[config.mk]
export PLATFORM = sky130hd
export DESIGN_NAME = uqes_event_src
export DESIGN_NICKNAME = d
export VERILOG_FILES = /design/src/uqes_pkg.sv /design/src/uqes_event_src.sv
export SDC_FILE = /design/constraint.sdc
export NUM_CORES = 1
export LEC_CHECK = 0
export ABC_CLOCK_PERIOD_IN_PS = 5800
export BUFFER_PORTS_ARGS = -buffer_cell sky130_fd_sc_hd__buf_4
export CAP_MARGIN = 30
export CORE_MARGIN = 2
export CORE_UTILIZATION = 45
export DETAILED_ROUTE_END_ITERATION = 6
export GPL_TIMING_DRIVEN = 0
export MAX_ROUTING_LAYER = met4
export PLACE_DENSITY = 0.83
export SYNTH_ARGS = -nofsm -noshare
export SYNTH_HDL_FRONTEND = slang
export SYNTH_SLANG_ARGS = --single-unit
[constraint.sdc]
create_clock -name clock_i -period 5.8 [get_ports clock_i]
set_clock_uncertainty 0.2 [all_clocks]
set_input_delay 0.58 -clock clock_i [delete_from_list [all_inputs] [get_ports clock_i]]
set_output_delay 0.58 -clock clock_i [all_outputs]
set_load 0.02 [all_outputs]
[src/uqes_pkg.sv]
// Package for the request tracking queue event sources.
// Assumes one uncore clock; event and unit mask codes are 8 bits.
`default_nettype none

package uqes_pkg;
  // ----------------------------------------------------------------------
  // Event numbers
  // ----------------------------------------------------------------------
  localparam logic [7:0] EV_OCCUPANCY = 8'h02;
  localparam logic [7:0] EV_ALLOC = 8'h03;
  localparam logic [7:0] EV_DATA_IN = 8'h04;
  localparam logic [7:0] EV_DATA_OUT = 8'h05;
  localparam logic [7:0] EV_SNP_LOCAL = 8'h06;
  // ----------------------------------------------------------------------
  // Unit masks
  // ----------------------------------------------------------------------
  localparam logic [7:0] UM_OCC_READ = 8'h01;
  localparam logic [7:0] UM_ALLOC_READ = 8'h01;
  localparam logic [7:0] UM_ALLOC_RD_MISS = 8'h02;
  localparam logic [7:0] UM_ALLOC_RD_RESP = 8'h04;
  localparam logic [7:0] UM_ALLOC_RD_TID = 8'h08;
  localparam logic [7:0] UM_ALLOC_WR_TID = 8'h10;
  localparam logic [7:0] UM_ALLOC_WR_MISS = 8'h20;
  localparam logic [7:0] UM_ALLOC_PROBE = 8'h40;
  localparam logic [7:0] UM_IN_SYSLINK = 8'h01;
  localparam logic [7:0] UM_IN_MCLINK = 8'h02;
  localparam logic [7:0] UM_IN_LLC = 8'h04;
  localparam logic [7:0] UM_IN_CORES02 = 8'h08;
  localparam logic [7:0] UM_IN_CORES13 = 8'h10;
  localparam logic [7:0] UM_OUT_LINKS = 8'h01;
  localparam logic [7:0] UM_OUT_LLC = 8'h02;
  localparam logic [7:0] UM_OUT_CORES = 8'h04;
  localparam logic [7:0] UM_SNP_ABSENT = 8'h01;
  // ----------------------------------------------------------------------
  // Widths and reset values
  // ----------------------------------------------------------------------
  localparam int RT_ENTRIES = 32;
  localparam int OCC_W = 6;
  localparam int INC_W = 6;
  localparam logic [INC_W-1:0] INC_RST = 6'h00;
  localparam logic OCC_SEL_RST = 1'b0;
endpackage : uqes_pkg

`default_nettype wire

[src/uqes_event_src.sv]
// Event source selector for the request tracking queue counters.
// Assumes all event inputs are one-cycle pulses or levels on clock_i.
`timescale 1ns/1ps
`default_nettype none

module uqes_event_src
(
  input wire logic clock_i,
  input wire logic srst_i,
  input wire logic [7:0] event_num_i,
  input wire logic [7:0] unit_mask_i,
  input wire logic [uqes_pkg::RT_ENTRIES-1:0] read_tracker_valid_i,
  input wire logic read_tracker_alloc_i,
  input wire logic read_llc_miss_i,
  input wire logic read_llc_resp_i,
  input wire logic read_tid_wait_i,
  input wire logic write_tid_wait_i,
  input wire logic write_llc_miss_i,
  input wire logic probe_llc_miss_i,
  input wire logic system_link_in_busy_i,
  input wire logic memory_controller_link_in_busy_i,
  input wire logic llc_input_port_busy_i,
  input wire logic cores02_in_busy_i,
  input wire logic cores13_in_busy_i,
  input wire logic link_output_port_busy_i,
  input wire logic llc_output_port_busy_i,
  input wire logic core_output_port_busy_i,
  input wire logic snoop_resp_absent_i,
  output logic [uqes_pkg::INC_W-1:0] increment_o,
  output logic select_valid_o
);
  import uqes_pkg::*;

  // ----------------------------------------------------------------------
  // Selection decode
  // ----------------------------------------------------------------------
  function automatic logic sel(input logic [7:0] ev, input logic [7:0] um,
                               input logic [7:0] e, input logic [7:0] u);
    sel = (ev == e) && (um == u);
  endfunction

  wire logic s_occ = sel(event_num_i, unit_mask_i, EV_OCCUPANCY, UM_OCC_READ);
  wire logic s_rd_alloc = sel(event_num_i, unit_mask_i, EV_ALLOC, UM_ALLOC_READ);
  wire logic s_rd_miss = sel(event_num_i, unit_mask_i, EV_ALLOC, UM_ALLOC_RD_MISS);
  wire logic s_rd_resp = sel(event_num_i, unit_mask_i, EV_ALLOC, UM_ALLOC_RD_RESP);
  wire logic s_rd_tid = sel(event_num_i, unit_mask_i, EV_ALLOC, UM_ALLOC_RD_TID);
  wire logic s_wr_tid = sel(event_num_i, unit_mask_i, EV_ALLOC, UM_ALLOC_WR_TID);
  wire logic s_wr_miss = sel(event_num_i, unit_mask_i, EV_ALLOC, UM_ALLOC_WR_MISS);
  wire logic s_probe = sel(event_num_i, unit_mask_i, EV_ALLOC, UM_ALLOC_PROBE);
  wire logic s_in_sys = sel(event_num_i, unit_mask_i, EV_DATA_IN, UM_IN_SYSLINK);
  wire logic s_in_mc = sel(event_num_i, unit_mask_i, EV_DATA_IN, UM_IN_MCLINK);
  wire logic s_in_llc = sel(event_num_i, unit_mask_i, EV_DATA_IN, UM_IN_LLC);
  wire logic s_in_c02 = sel(event_num_i, unit_mask_i, EV_DATA_IN, UM_IN_CORES02);
  wire logic s_in_c13 = sel(event_num_i, unit_mask_i, EV_DATA_IN, UM_IN_CORES13);
  wire logic s_out_lnk = sel(event_num_i, unit_mask_i, EV_DATA_OUT, UM_OUT_LINKS);
  wire logic s_out_llc = sel(event_num_i, unit_mask_i, EV_DATA_OUT, UM_OUT_LLC);
  wire logic s_out_cor = sel(event_num_i, unit_mask_i, EV_DATA_OUT, UM_OUT_CORES);
  wire logic s_snp = sel(event_num_i, unit_mask_i, EV_SNP_LOCAL, UM_SNP_ABSENT);

  // ----------------------------------------------------------------------
  // Occupancy population count
  // ----------------------------------------------------------------------
  // A full tracker gives 32, so all six bits are needed
  logic [OCC_W-1:0] occ_count;
  always_comb begin
    occ_count = '0;
    for (int i = 0; i < RT_ENTRIES; i++) begin
      occ_count = occ_count + OCC_W'(read_tracker_valid_i[i]);
    end
  end

  // ----------------------------------------------------------------------
  // Single-bit sources, one hit per cycle at most
  // ----------------------------------------------------------------------
  wire logic one_hit =
      (s_rd_alloc & read_tracker_alloc_i) |
      (s_rd_miss & read_llc_miss_i) |
      (s_rd_resp & read_llc_resp_i) |
      (s_rd_tid & read_tid_wait_i) |
      (s_wr_tid & write_tid_wait_i) |
      (s_wr_miss & write_llc_miss_i) |
      (s_probe & probe_llc_miss_i) |
      (s_in_sys & system_link_in_busy_i) |
      (s_in_mc & memory_controller_link_in_busy_i) |
      (s_in_llc & llc_input_port_busy_i) |
      (s_in_c02 & cores02_in_busy_i) |
      (s_in_c13 & cores13_in_busy_i) |
      (s_out_lnk & link_output_port_busy_i) |
      (s_out_llc & llc_output_port_busy_i) |
      (s_out_cor & core_output_port_busy_i) |
      (s_snp & snoop_resp_absent_i);

  wire logic any_sel = s_occ | s_rd_alloc | s_rd_miss | s_rd_resp | s_rd_tid |
      s_wr_tid | s_wr_miss | s_probe | s_in_sys | s_in_mc | s_in_llc |
      s_in_c02 | s_in_c13 | s_out_lnk | s_out_llc | s_out_cor | s_snp;

  // Unlisted pairs fall through to zero
  wire logic [INC_W-1:0] inc_nxt =
      s_occ ? occ_count :
      (any_sel ? INC_W'(one_hit) : INC_RST);

  // ----------------------------------------------------------------------
  // Registered output; one cycle latency from the event
  // ----------------------------------------------------------------------
  // Costs a cycle, but the counter adder sees a settled value
  logic [INC_W-1:0] inc_r;
  logic sel_r;
  always_ff @(posedge clock_i) begin
    if (srst_i) begin
      inc_r <= INC_RST;
      sel_r <= OCC_SEL_RST;
    end else begin
      inc_r <= inc_nxt;
      sel_r <= any_sel;
    end
  end
  assign increment_o = inc_r;
  assign select_valid_o = sel_r;

  // ----------------------------------------------------------------------
  // Checks
  // ----------------------------------------------------------------------
  a_occ_sum: assert property (@(posedge clock_i) disable iff (srst_i)
    s_occ |=> increment_o == OCC_W'($countones($past(read_tracker_valid_i))))
    else $error("occupancy increment wrong");
  a_alloc_count: assert property (@(posedge clock_i) disable iff (srst_i)
    s_rd_alloc |=> increment_o == INC_W'($past(read_tracker_alloc_i)))
    else $error("read allocation increment wrong");
  a_rd_miss: assert property (@(posedge clock_i) disable iff (srst_i)
    (s_rd_miss && read_llc_miss_i) |=> increment_o == 6'h01)
    else $error("read miss not counted");
  a_rd_resp: assert property (@(posedge clock_i) disable iff (srst_i)
    (s_rd_resp && !read_llc_resp_i) |=> increment_o == 6'h00)
    else $error("read response counted without event");
  a_rd_tid: assert property (@(posedge clock_i) disable iff (srst_i)
    s_rd_tid |=> increment_o == INC_W'($past(read_tid_wait_i)))
    else $error("read tid wait increment wrong");
  a_wr_tid: assert property (@(posedge clock_i) disable iff (srst_i)
    s_wr_tid |=> increment_o == INC_W'($past(write_tid_wait_i)))
    else $error("write tid wait increment wrong");
  a_wr_miss: assert property (@(posedge clock_i) disable iff (srst_i)
    s_wr_miss |=> increment_o == INC_W'($past(write_llc_miss_i)))
    else $error("write miss increment wrong");
  a_probe_miss: assert property (@(posedge clock_i) disable iff (srst_i)
    s_probe |=> increment_o == INC_W'($past(probe_llc_miss_i)))
    else $error("probe miss increment wrong");
  a_in_links: assert property (@(posedge clock_i) disable iff (srst_i)
    (s_in_sys || s_in_mc) |=> increment_o <= 6'h01)
    else $error("link input increment above one");
  a_llc_in: assert property (@(posedge clock_i) disable iff (srst_i)
    s_in_llc |=> increment_o == INC_W'($past(llc_input_port_busy_i)))
    else $error("llc input increment wrong");
  a_core_in: assert property (@(posedge clock_i) disable iff (srst_i)
    s_in_c13 |=> increment_o == INC_W'($past(cores13_in_busy_i)))
    else $error("core input increment wrong");
  a_link_out: assert property (@(posedge clock_i) disable iff (srst_i)
    s_out_lnk |=> increment_o == INC_W'($past(link_output_port_busy_i)))
    else $error("link output increment wrong");
  a_llc_out: assert property (@(posedge clock_i) disable iff (srst_i)
    s_out_llc |=> increment_o == INC_W'($past(llc_output_port_busy_i)))
    else $error("llc output increment wrong");
  a_core_out: assert property (@(posedge clock_i) disable iff (srst_i)
    s_out_cor |=> increment_o == INC_W'($past(core_output_port_busy_i)))
    else $error("core output increment wrong");
  a_snoop_absent: assert property (@(posedge clock_i) disable iff (srst_i)
    s_snp |=> increment_o == INC_W'($past(snoop_resp_absent_i)))
    else $error("snoop response increment wrong");
  a_unlisted_zero: assert property (@(posedge clock_i) disable iff (srst_i)
    !any_sel |=> (increment_o == 6'h00) && !select_valid_o)
    else $error("unlisted selection gave increment");

  // ----------------------------------------------------------------------
  // Exact counts of the remaining sources, then range, bound and select flag checks
  // ----------------------------------------------------------------------
  a_rd_miss_eq: assert property (@(posedge clock_i) disable iff (srst_i)
    s_rd_miss |=> increment_o == INC_W'($past(read_llc_miss_i)))
    else $error("read miss increment wrong");
  a_rd_resp_eq: assert property (@(posedge clock_i) disable iff (srst_i)
    s_rd_resp |=> increment_o == INC_W'($past(read_llc_resp_i)))
    else $error("read response increment wrong");
  a_sys_link_in: assert property (@(posedge clock_i) disable iff (srst_i)
    s_in_sys |=> increment_o == INC_W'($past(system_link_in_busy_i)))
    else $error("system link input increment wrong");
  a_mc_link_in: assert property (@(posedge clock_i) disable iff (srst_i)
    s_in_mc |=> increment_o == INC_W'($past(memory_controller_link_in_busy_i)))
    else $error("memory controller link input increment wrong");
  a_core02_in: assert property (@(posedge clock_i) disable iff (srst_i)
    s_in_c02 |=> increment_o == INC_W'($past(cores02_in_busy_i)))
    else $error("cores zero and two input increment wrong");
  a_occ_range: assert property (@(posedge clock_i) disable iff (srst_i)
    s_occ |=> increment_o <= 6'h20)
    else $error("occupancy increment above tracker depth");
  a_occ_empty: assert property (@(posedge clock_i) disable iff (srst_i)
    (s_occ && (read_tracker_valid_i == '0)) |=> increment_o == 6'h00)
    else $error("empty tracker gave occupancy");
  a_single_max: assert property (@(posedge clock_i) disable iff (srst_i)
    (any_sel && !s_occ) |=> increment_o <= 6'h01)
    else $error("single source increment above one");
  a_sel_listed: assert property (@(posedge clock_i) disable iff (srst_i)
    any_sel |=> select_valid_o)
    else $error("listed selection not flagged");

endmodule // uqes_event_src

`default_nettype wire

==> results of run 1 <==
==> synth_stat cells (2+ instances only) <==
cell type,instances
fa_1,24
a32oi_1,2
a21oi_1,6
xor2_1,6
ha_1,7
nor4b_1,2
dfxtp_1,7
nor3_1,5
o211ai_1,2
a31oi_1,3
and3b_1,3
clkbuf_1,2
a21o_1,2
nand4_1,3
nor2_1,11
inv_1,35
o21ai_0,3
nand2_1,4
buf_6,2
and4b_1,2
o32ai_1,2
nor3b_1,3
nand3_1,2
==> kinds of logic after synthesis <==
kind of cell    count (synthesis)
simple gates                   44
buf+inv                        39
fa+ha+maj                      31
compound gates                 25
xor+xnor                        7
flops                           7
mux                             1
==> metrics by stage <==
step	total power, mW	cells
floorplan	0.5399	154
global placement	0.6471	256
detailed placement	0.6773	256
CTS	0.7238	260
global route	0.8047	260
finish	0.7051	260
==> power breakdown <==
part | internal [mW] | switching [mW] | total (mW)
registers | 0.0482 | 0.000000872 | 0.0482
logic | 0.296 | 0.316 | 0.613
clock network | 0.0262 | 0.0180 | 0.0442
total | 0.371 | 0.334 | 0.705
==> flip-flops by register name, summed over array words and instances (netlist names) <==
signal          count
increment_o         6
select_valid_o      1
==> worst max-delay path, stage by stage <==
cell	delay, ns
buf_4	0.08
inv_1	0.04
fa_1	0.52
inv_1	0.05
fa_1	0.53
fa_1	0.44
fa_1	0.49
fa_1	0.51
inv_1	0.05
fa_1	0.48
inv_1	0.04
ha_1	0.21
fa_1	0.41
a21o_1	0.18
a21oi_1	0.17
xor2_1	0.16
nor2_1	0.05
==> metal layers <==
layer	GRT usage, %	vias to the layer above	share of wire [%]
met5	-	-	0
met4	0.9524	0	0
met3	3.247	0	5.3
met2	30.43	38	56
met1	19.54	609	39
li1	-	663	-
==> cell type report <==
type,instances,area [sq um]
Multi-Input combinational cell,108,1096
Fill cell,255,1020
Timing Repair Buffer,69,518.0
Sequential cell,7,140.1
Inverter,35,131.4
Tap cell,33,41.29
Buffer,4,30.03
Clock buffer,4,26.28
==> worst paths after layout <==
check / start / slack, ns / to
setup / recovery: read_tracker_valid_i[0] / 0.75 / increment_o[4]$_SDFF_PP0_
hold / removal: srst_i / 0.32 / increment_o[0]$_SDFF_PP0_
==> key figures, run 1 <==
Global routing
  • Global-route wire length before repair: 4526 um
  • Largest net degree at the start of global routing: 11
  • Total gr overflow: 0
  • Initial antenna violation count: 0
  • Overall Global Routing Usage: 16.58%
  • Vias in the first global route: 1191

Yosys
  • Number of enable flip-flop cells after synthesis: 0
  • Ys Warns: 0
  • Simple-gate portion of the synthesized area: 20.14%
  • Register area share after synthesis: 10.03%
  • Async SR Flop Fraction: 0%
  • Multiplexer share of the synthesized area: 0.7162%
  • Syn_nets: 251
  • Synth Register Bits: 7
  • Post-Synthesis Cells: 154
  • Ys flop type: dfxtp_1
  • Synth top area cells: fa_1, dfxtp_1, inv_1
  • Largest family of logic cells by synthesized area: adder cells
  • Synth top area share: 34.38%
  • XOR/XNOR Fraction of Synth Area: 4.387%
  • Avg Cell Area, Syn: 9.075 sq um
  • Post-Syn Area: 0.001398 sq mm
  • Post-Synth Adder-Cell Area: 40.64%
  • Compound-Gate Fraction of Synth Area: 12.53%
  • Synth area leader: fa_1
  • Library cells used by synthesis: 39

Detailed routing
  • # DRC: 0
  • Final WL: 2817 um
  • Initial DRT Pass Iterations: 4
  • WL per Instance: 10.83 um
  • Vias post-DR: 1310
  • Drt via density: 5.038
  • DR iter-0 viols: 15
  • ANT nets after route: 0

Floorplan
  • Row count: 20
  • Die Height: 59.73 um
  • I/O Pins: 73
  • Die area: 0.003568 sq mm
  • Core area: 0.003003 sq mm
  • Die width: 59.73 um
  • Starting Density: 46.54%

Power
  • Leak: 0.9958 nW
  • Cell area power density: 355.5 mW/mm^2
  • VDD IR max: 0.2581 mV

CTS
  • H-tree depth: 1
  • Clk buf depth: 2
  • Number of gates resized after CTS: 0
  • Worst-path clk slew: 0.05 ns
  • CTS Root Cell: clkbuf_4
  • Clock Sinks: 7
  • Hold Buf Count CTS: 0
  • CTS Buf Count: 3
  • CTS tree: done
  • Postcts setup bufs: 0

Place
  • Placed wire-length estimate: 2568 um
  • Post-Place Worst Slack: 0.4544 ns
  • # port buffers: 69
  • DP Area: 0.001957 sq mm
  • GP Congestion: 0.8177

Cells and area
  • Synth-to-Final Area Change: 41.90%
  • Commonest non-fill, non-tap cell in the layout: buf_4
  • Share of cells above drive strength 1: 34.80%
  • Most frequent cells in the layout: buf_4, inv_1, fa_1
  • Final Cell Area: 0.001983 sq mm
  • Antenna fix cells: 0
  • Layout net count: 325
  • Final Core Density: 66.04%

Critical path
  • Startpoint Class: input pin
  • Critical path fanouts, max: 2
  • Worst Path Required: 5.74 ns
  • CP Class: in -> reg
  • Worst setup EP type: flip-flop
  • CP arrival: 4.99 ns

Job
  • Max_cap viols: 0

Min path
  • Hold Path Class: in -> reg
  • Hold path cells: 2

STA
  • Slew Limit Fails: 0
  • Final setup vio count: 0
  • Fin. Hold Viols: 0
  • RSZ-0062 raised after global routing: no
  • Slew Limit Headroom: 59.71%
  • Sum Neg Setup Slack: 0 ns
  • Final setup margin: 0.7536 ns
  • Period Utilization, post-route: 87.01%
  • Fmax: 198.2 MHz
  • Hold WS: 0.3225 ns
  • Min cycle time layout: 5.046 ns
  • Slew @ Worst Pin: 0.5997 ns

Run status
  • Status: finished, final reports clean
Power figures use the tool's default switching activity.
==> run 2: changes to the inputs <==
CORE_UTILIZATION = 46   (was 45)
MAX_ROUTING_LAYER = unset   (was met4)
PLACE_DENSITY = 0.84   (was 0.83)
==> run 2 against run 1 <==
- sequential share of layout area is the same
- core utilization increased by 0.55 points
- combinational power is 1% lower
- clock power up 1%
- maximum frequency rose by 0.29%
- critical endpoint unchanged
==> key figures, run 2 (synthesis gave the netlist of run 1 again) <==
Floorplan
  • Starting Density: 46.93% (+0.39 points)
  • Die area: 0.003495 sq mm (-2.0%)
  • Die width: 59.12 um (-1.0%)
  • Die Height: 59.12 um (-1.0%)
  • Core area: 0.002978 sq mm (-0.83%)
  • Row count: 20 (unchanged)
  • I/O Pins: 73 (unchanged)

CTS
  • Number of gates resized after CTS: 0 (unchanged)
  • Worst-path clk slew: 0.05 ns (about the same)
  • H-tree depth: 1 (unchanged)
  • Clk buf depth: 2 (unchanged)
  • Clock Sinks: 7 (unchanged)
  • CTS tree: done
  • Postcts setup bufs: 0 (unchanged)
  • CTS Buf Count: 3 (unchanged)
  • Hold Buf Count CTS: 0 (unchanged)
  • CTS Root Cell: clkbuf_4

Critical path
  • CP arrival: 4.97 ns (-0.02 ns)
  • Critical-path cell list: buf_4 > inv_1 > fa_1 > inv_1 > fa_1 > fa_1 > fa_1 > fa_1 > inv_1 > fa_1 > inv_1 > ha_1 > fa_1 > a21o_1 > a21oi_1 > xor2_1 > nor2_1
  • Worst path max stage delay: 0.53 ns (about the same)
  • CP delay by family, top: adder cells
  • Worst Path Buf+Inv: 5 (unchanged)
  • CP dominant cell by count: fa_1
  • Startpoint Class: input pin
  • Worst Path Required: 5.74 ns (about the same)
  • CP Class: in -> reg
  • Worst setup EP type: flip-flop
  • Critical path fanouts, max: 2 (unchanged)
  • Crit path launch: read_tracker_valid_i[0]
  • Critical path's slowest cell: fa_1

Cells and area
  • Final Core Density: 66.60% (+0.55 points)
  • Max reg flops: 6 (unchanged)
  • Synth-to-Final Area Change: 41.90% (unchanged)
  • Share of cells above drive strength 1: 34.80% (unchanged)
  • Layout net count: 325 (unchanged)
  • Antenna fix cells: 0 (unchanged)
  • Largest Register: increment_o
  • # fillers: 249 (-2.4%)
  • Most frequent cells in the layout: buf_4, inv_1, fa_1
  • Non-Filler Instances: 260 (unchanged)
  • Commonest non-fill, non-tap cell in the layout: buf_4

Place
  • # port buffers: 69 (unchanged)
  • Post-Place Worst Slack: 0.4693 ns (+0.01499 ns)
  • Placed wire-length estimate: 2608 um (+1.5%)
  • GP Congestion: 0.8239 (+0.76%)
  • Cells after DPL: 256 (unchanged)

STA
  • Slew Limit Fails: 0 (unchanged)
  • Fin. Hold Viols: 0 (unchanged)
  • Period Utilization, post-route: 86.76% (-0.25 points)
  • Final setup margin: 0.7680 ns (+0.01438 ns)
  • RSZ-0062 raised after global routing: no
  • Fmax: 198.7 MHz (+0.29%)
  • Slew @ Worst Pin: 0.5691 ns (-0.03063 ns)
  • Sum Neg Setup Slack: 0 ns (unchanged)
  • Final setup vio count: 0 (unchanged)
  • Min cycle time layout: 5.032 ns (-0.01438 ns)
  • Slew Limit Headroom: 61.77% (+2.1 points)

Power
  • Cell area power density: 352.9 mW/mm^2 (-0.75%)
  • Leak: 0.9958 nW (unchanged)
  • VDD IR max: 0.2219 mV (-14%)

Global routing
  • Vias in the first global route: 1282 (+7.6%)
  • Overall Global Routing Usage: 17.79% (+1.2 points)
  • Global-route wire length before repair: 4857 um (+7.3%)
  • Initial antenna violation count: 0 (unchanged)
  • Largest net degree at the start of global routing: 11 (unchanged)
  • Total gr overflow: 0 (unchanged)

Detailed routing
  • Initial DRT Pass Iterations: 4 (unchanged)
  • DR iter-0 viols: 31 (+16)
  • # DRC: 0 (unchanged)
  • Final WL: 2921 um (+3.7%)
  • WL per Instance: 11.23 um (+3.7%)
  • ANT nets after route: 0 (unchanged)
  • Drt via density: 5.100 (+1.2%)
  • Vias post-DR: 1326 (+1.2%)

Min path
  • Hold_sp: srst_i
  • Hold Path Class: in -> reg

Job
  • Max_cap viols: 0 (unchanged)

Run status
  • Status: finished, final reports clean
-- run 2: cell counts in the layout (fill, tap and decap cells not counted) --
Identical to the previous run, type by type.
-- run 2: metrics by stage --
step	power, mW	cell area, sq um	hold slack [ns]
after global placement	0.6457	1957	0.5780
final	0.6998	1983	0.3110
after detailed placement	0.6656	1957	0.5718
after CTS	0.7147	1983	0.2986
after global routing	0.8213	1983	0.3003
after floorplan	0.5399	1398	0.4462
-- run 2: worst paths after layout --
check,to,slack [ns],cells past startpoint
min,increment_o[0]$_SDFF_PP0_,0.31,2
max,increment_o[4]$_SDFF_PP0_,0.77,17
-- run 2: power breakdown --
group	leakage (nW)	internal, mW	switching (mW)
registers	0.0563	0.0481	0.000000832
clock network	0.0150	0.0263	0.0184
logic	0.924	0.293	0.314
-- run 2: area by class of cell --
cell class / count / area [sq um] / share of cell area (%)
buffer: 4 / 30.03 / 1.514
multi-input combinational: 108 / 1096 / 55.27
tap: 33 / 41.29 / 2.082
clock buffer: 4 / 26.28 / 1.325
inverter: 35 / 131.4 / 6.625
sequential: 7 / 140.1 / 7.066
timing repair buffer: 69 / 518.0 / 26.12
-- run 2: routing by layer --
| metal | track usage (%) | vias to the layer above | share of wire [%] | routed length (um) |
|---|---|---|---|---|
| met3 | 4.367 | 4 | 6.3 | 184 |
| li1 | - | 667 | - | - |
| met4 | 2.597 | 0 | 0.96 | 28 |
| met2 | 34.13 | 46 | 55 | 1606 |
| met5 | 0 | - | 0 | 0 |
| met1 | 20.05 | 609 | 38 | 1102 |
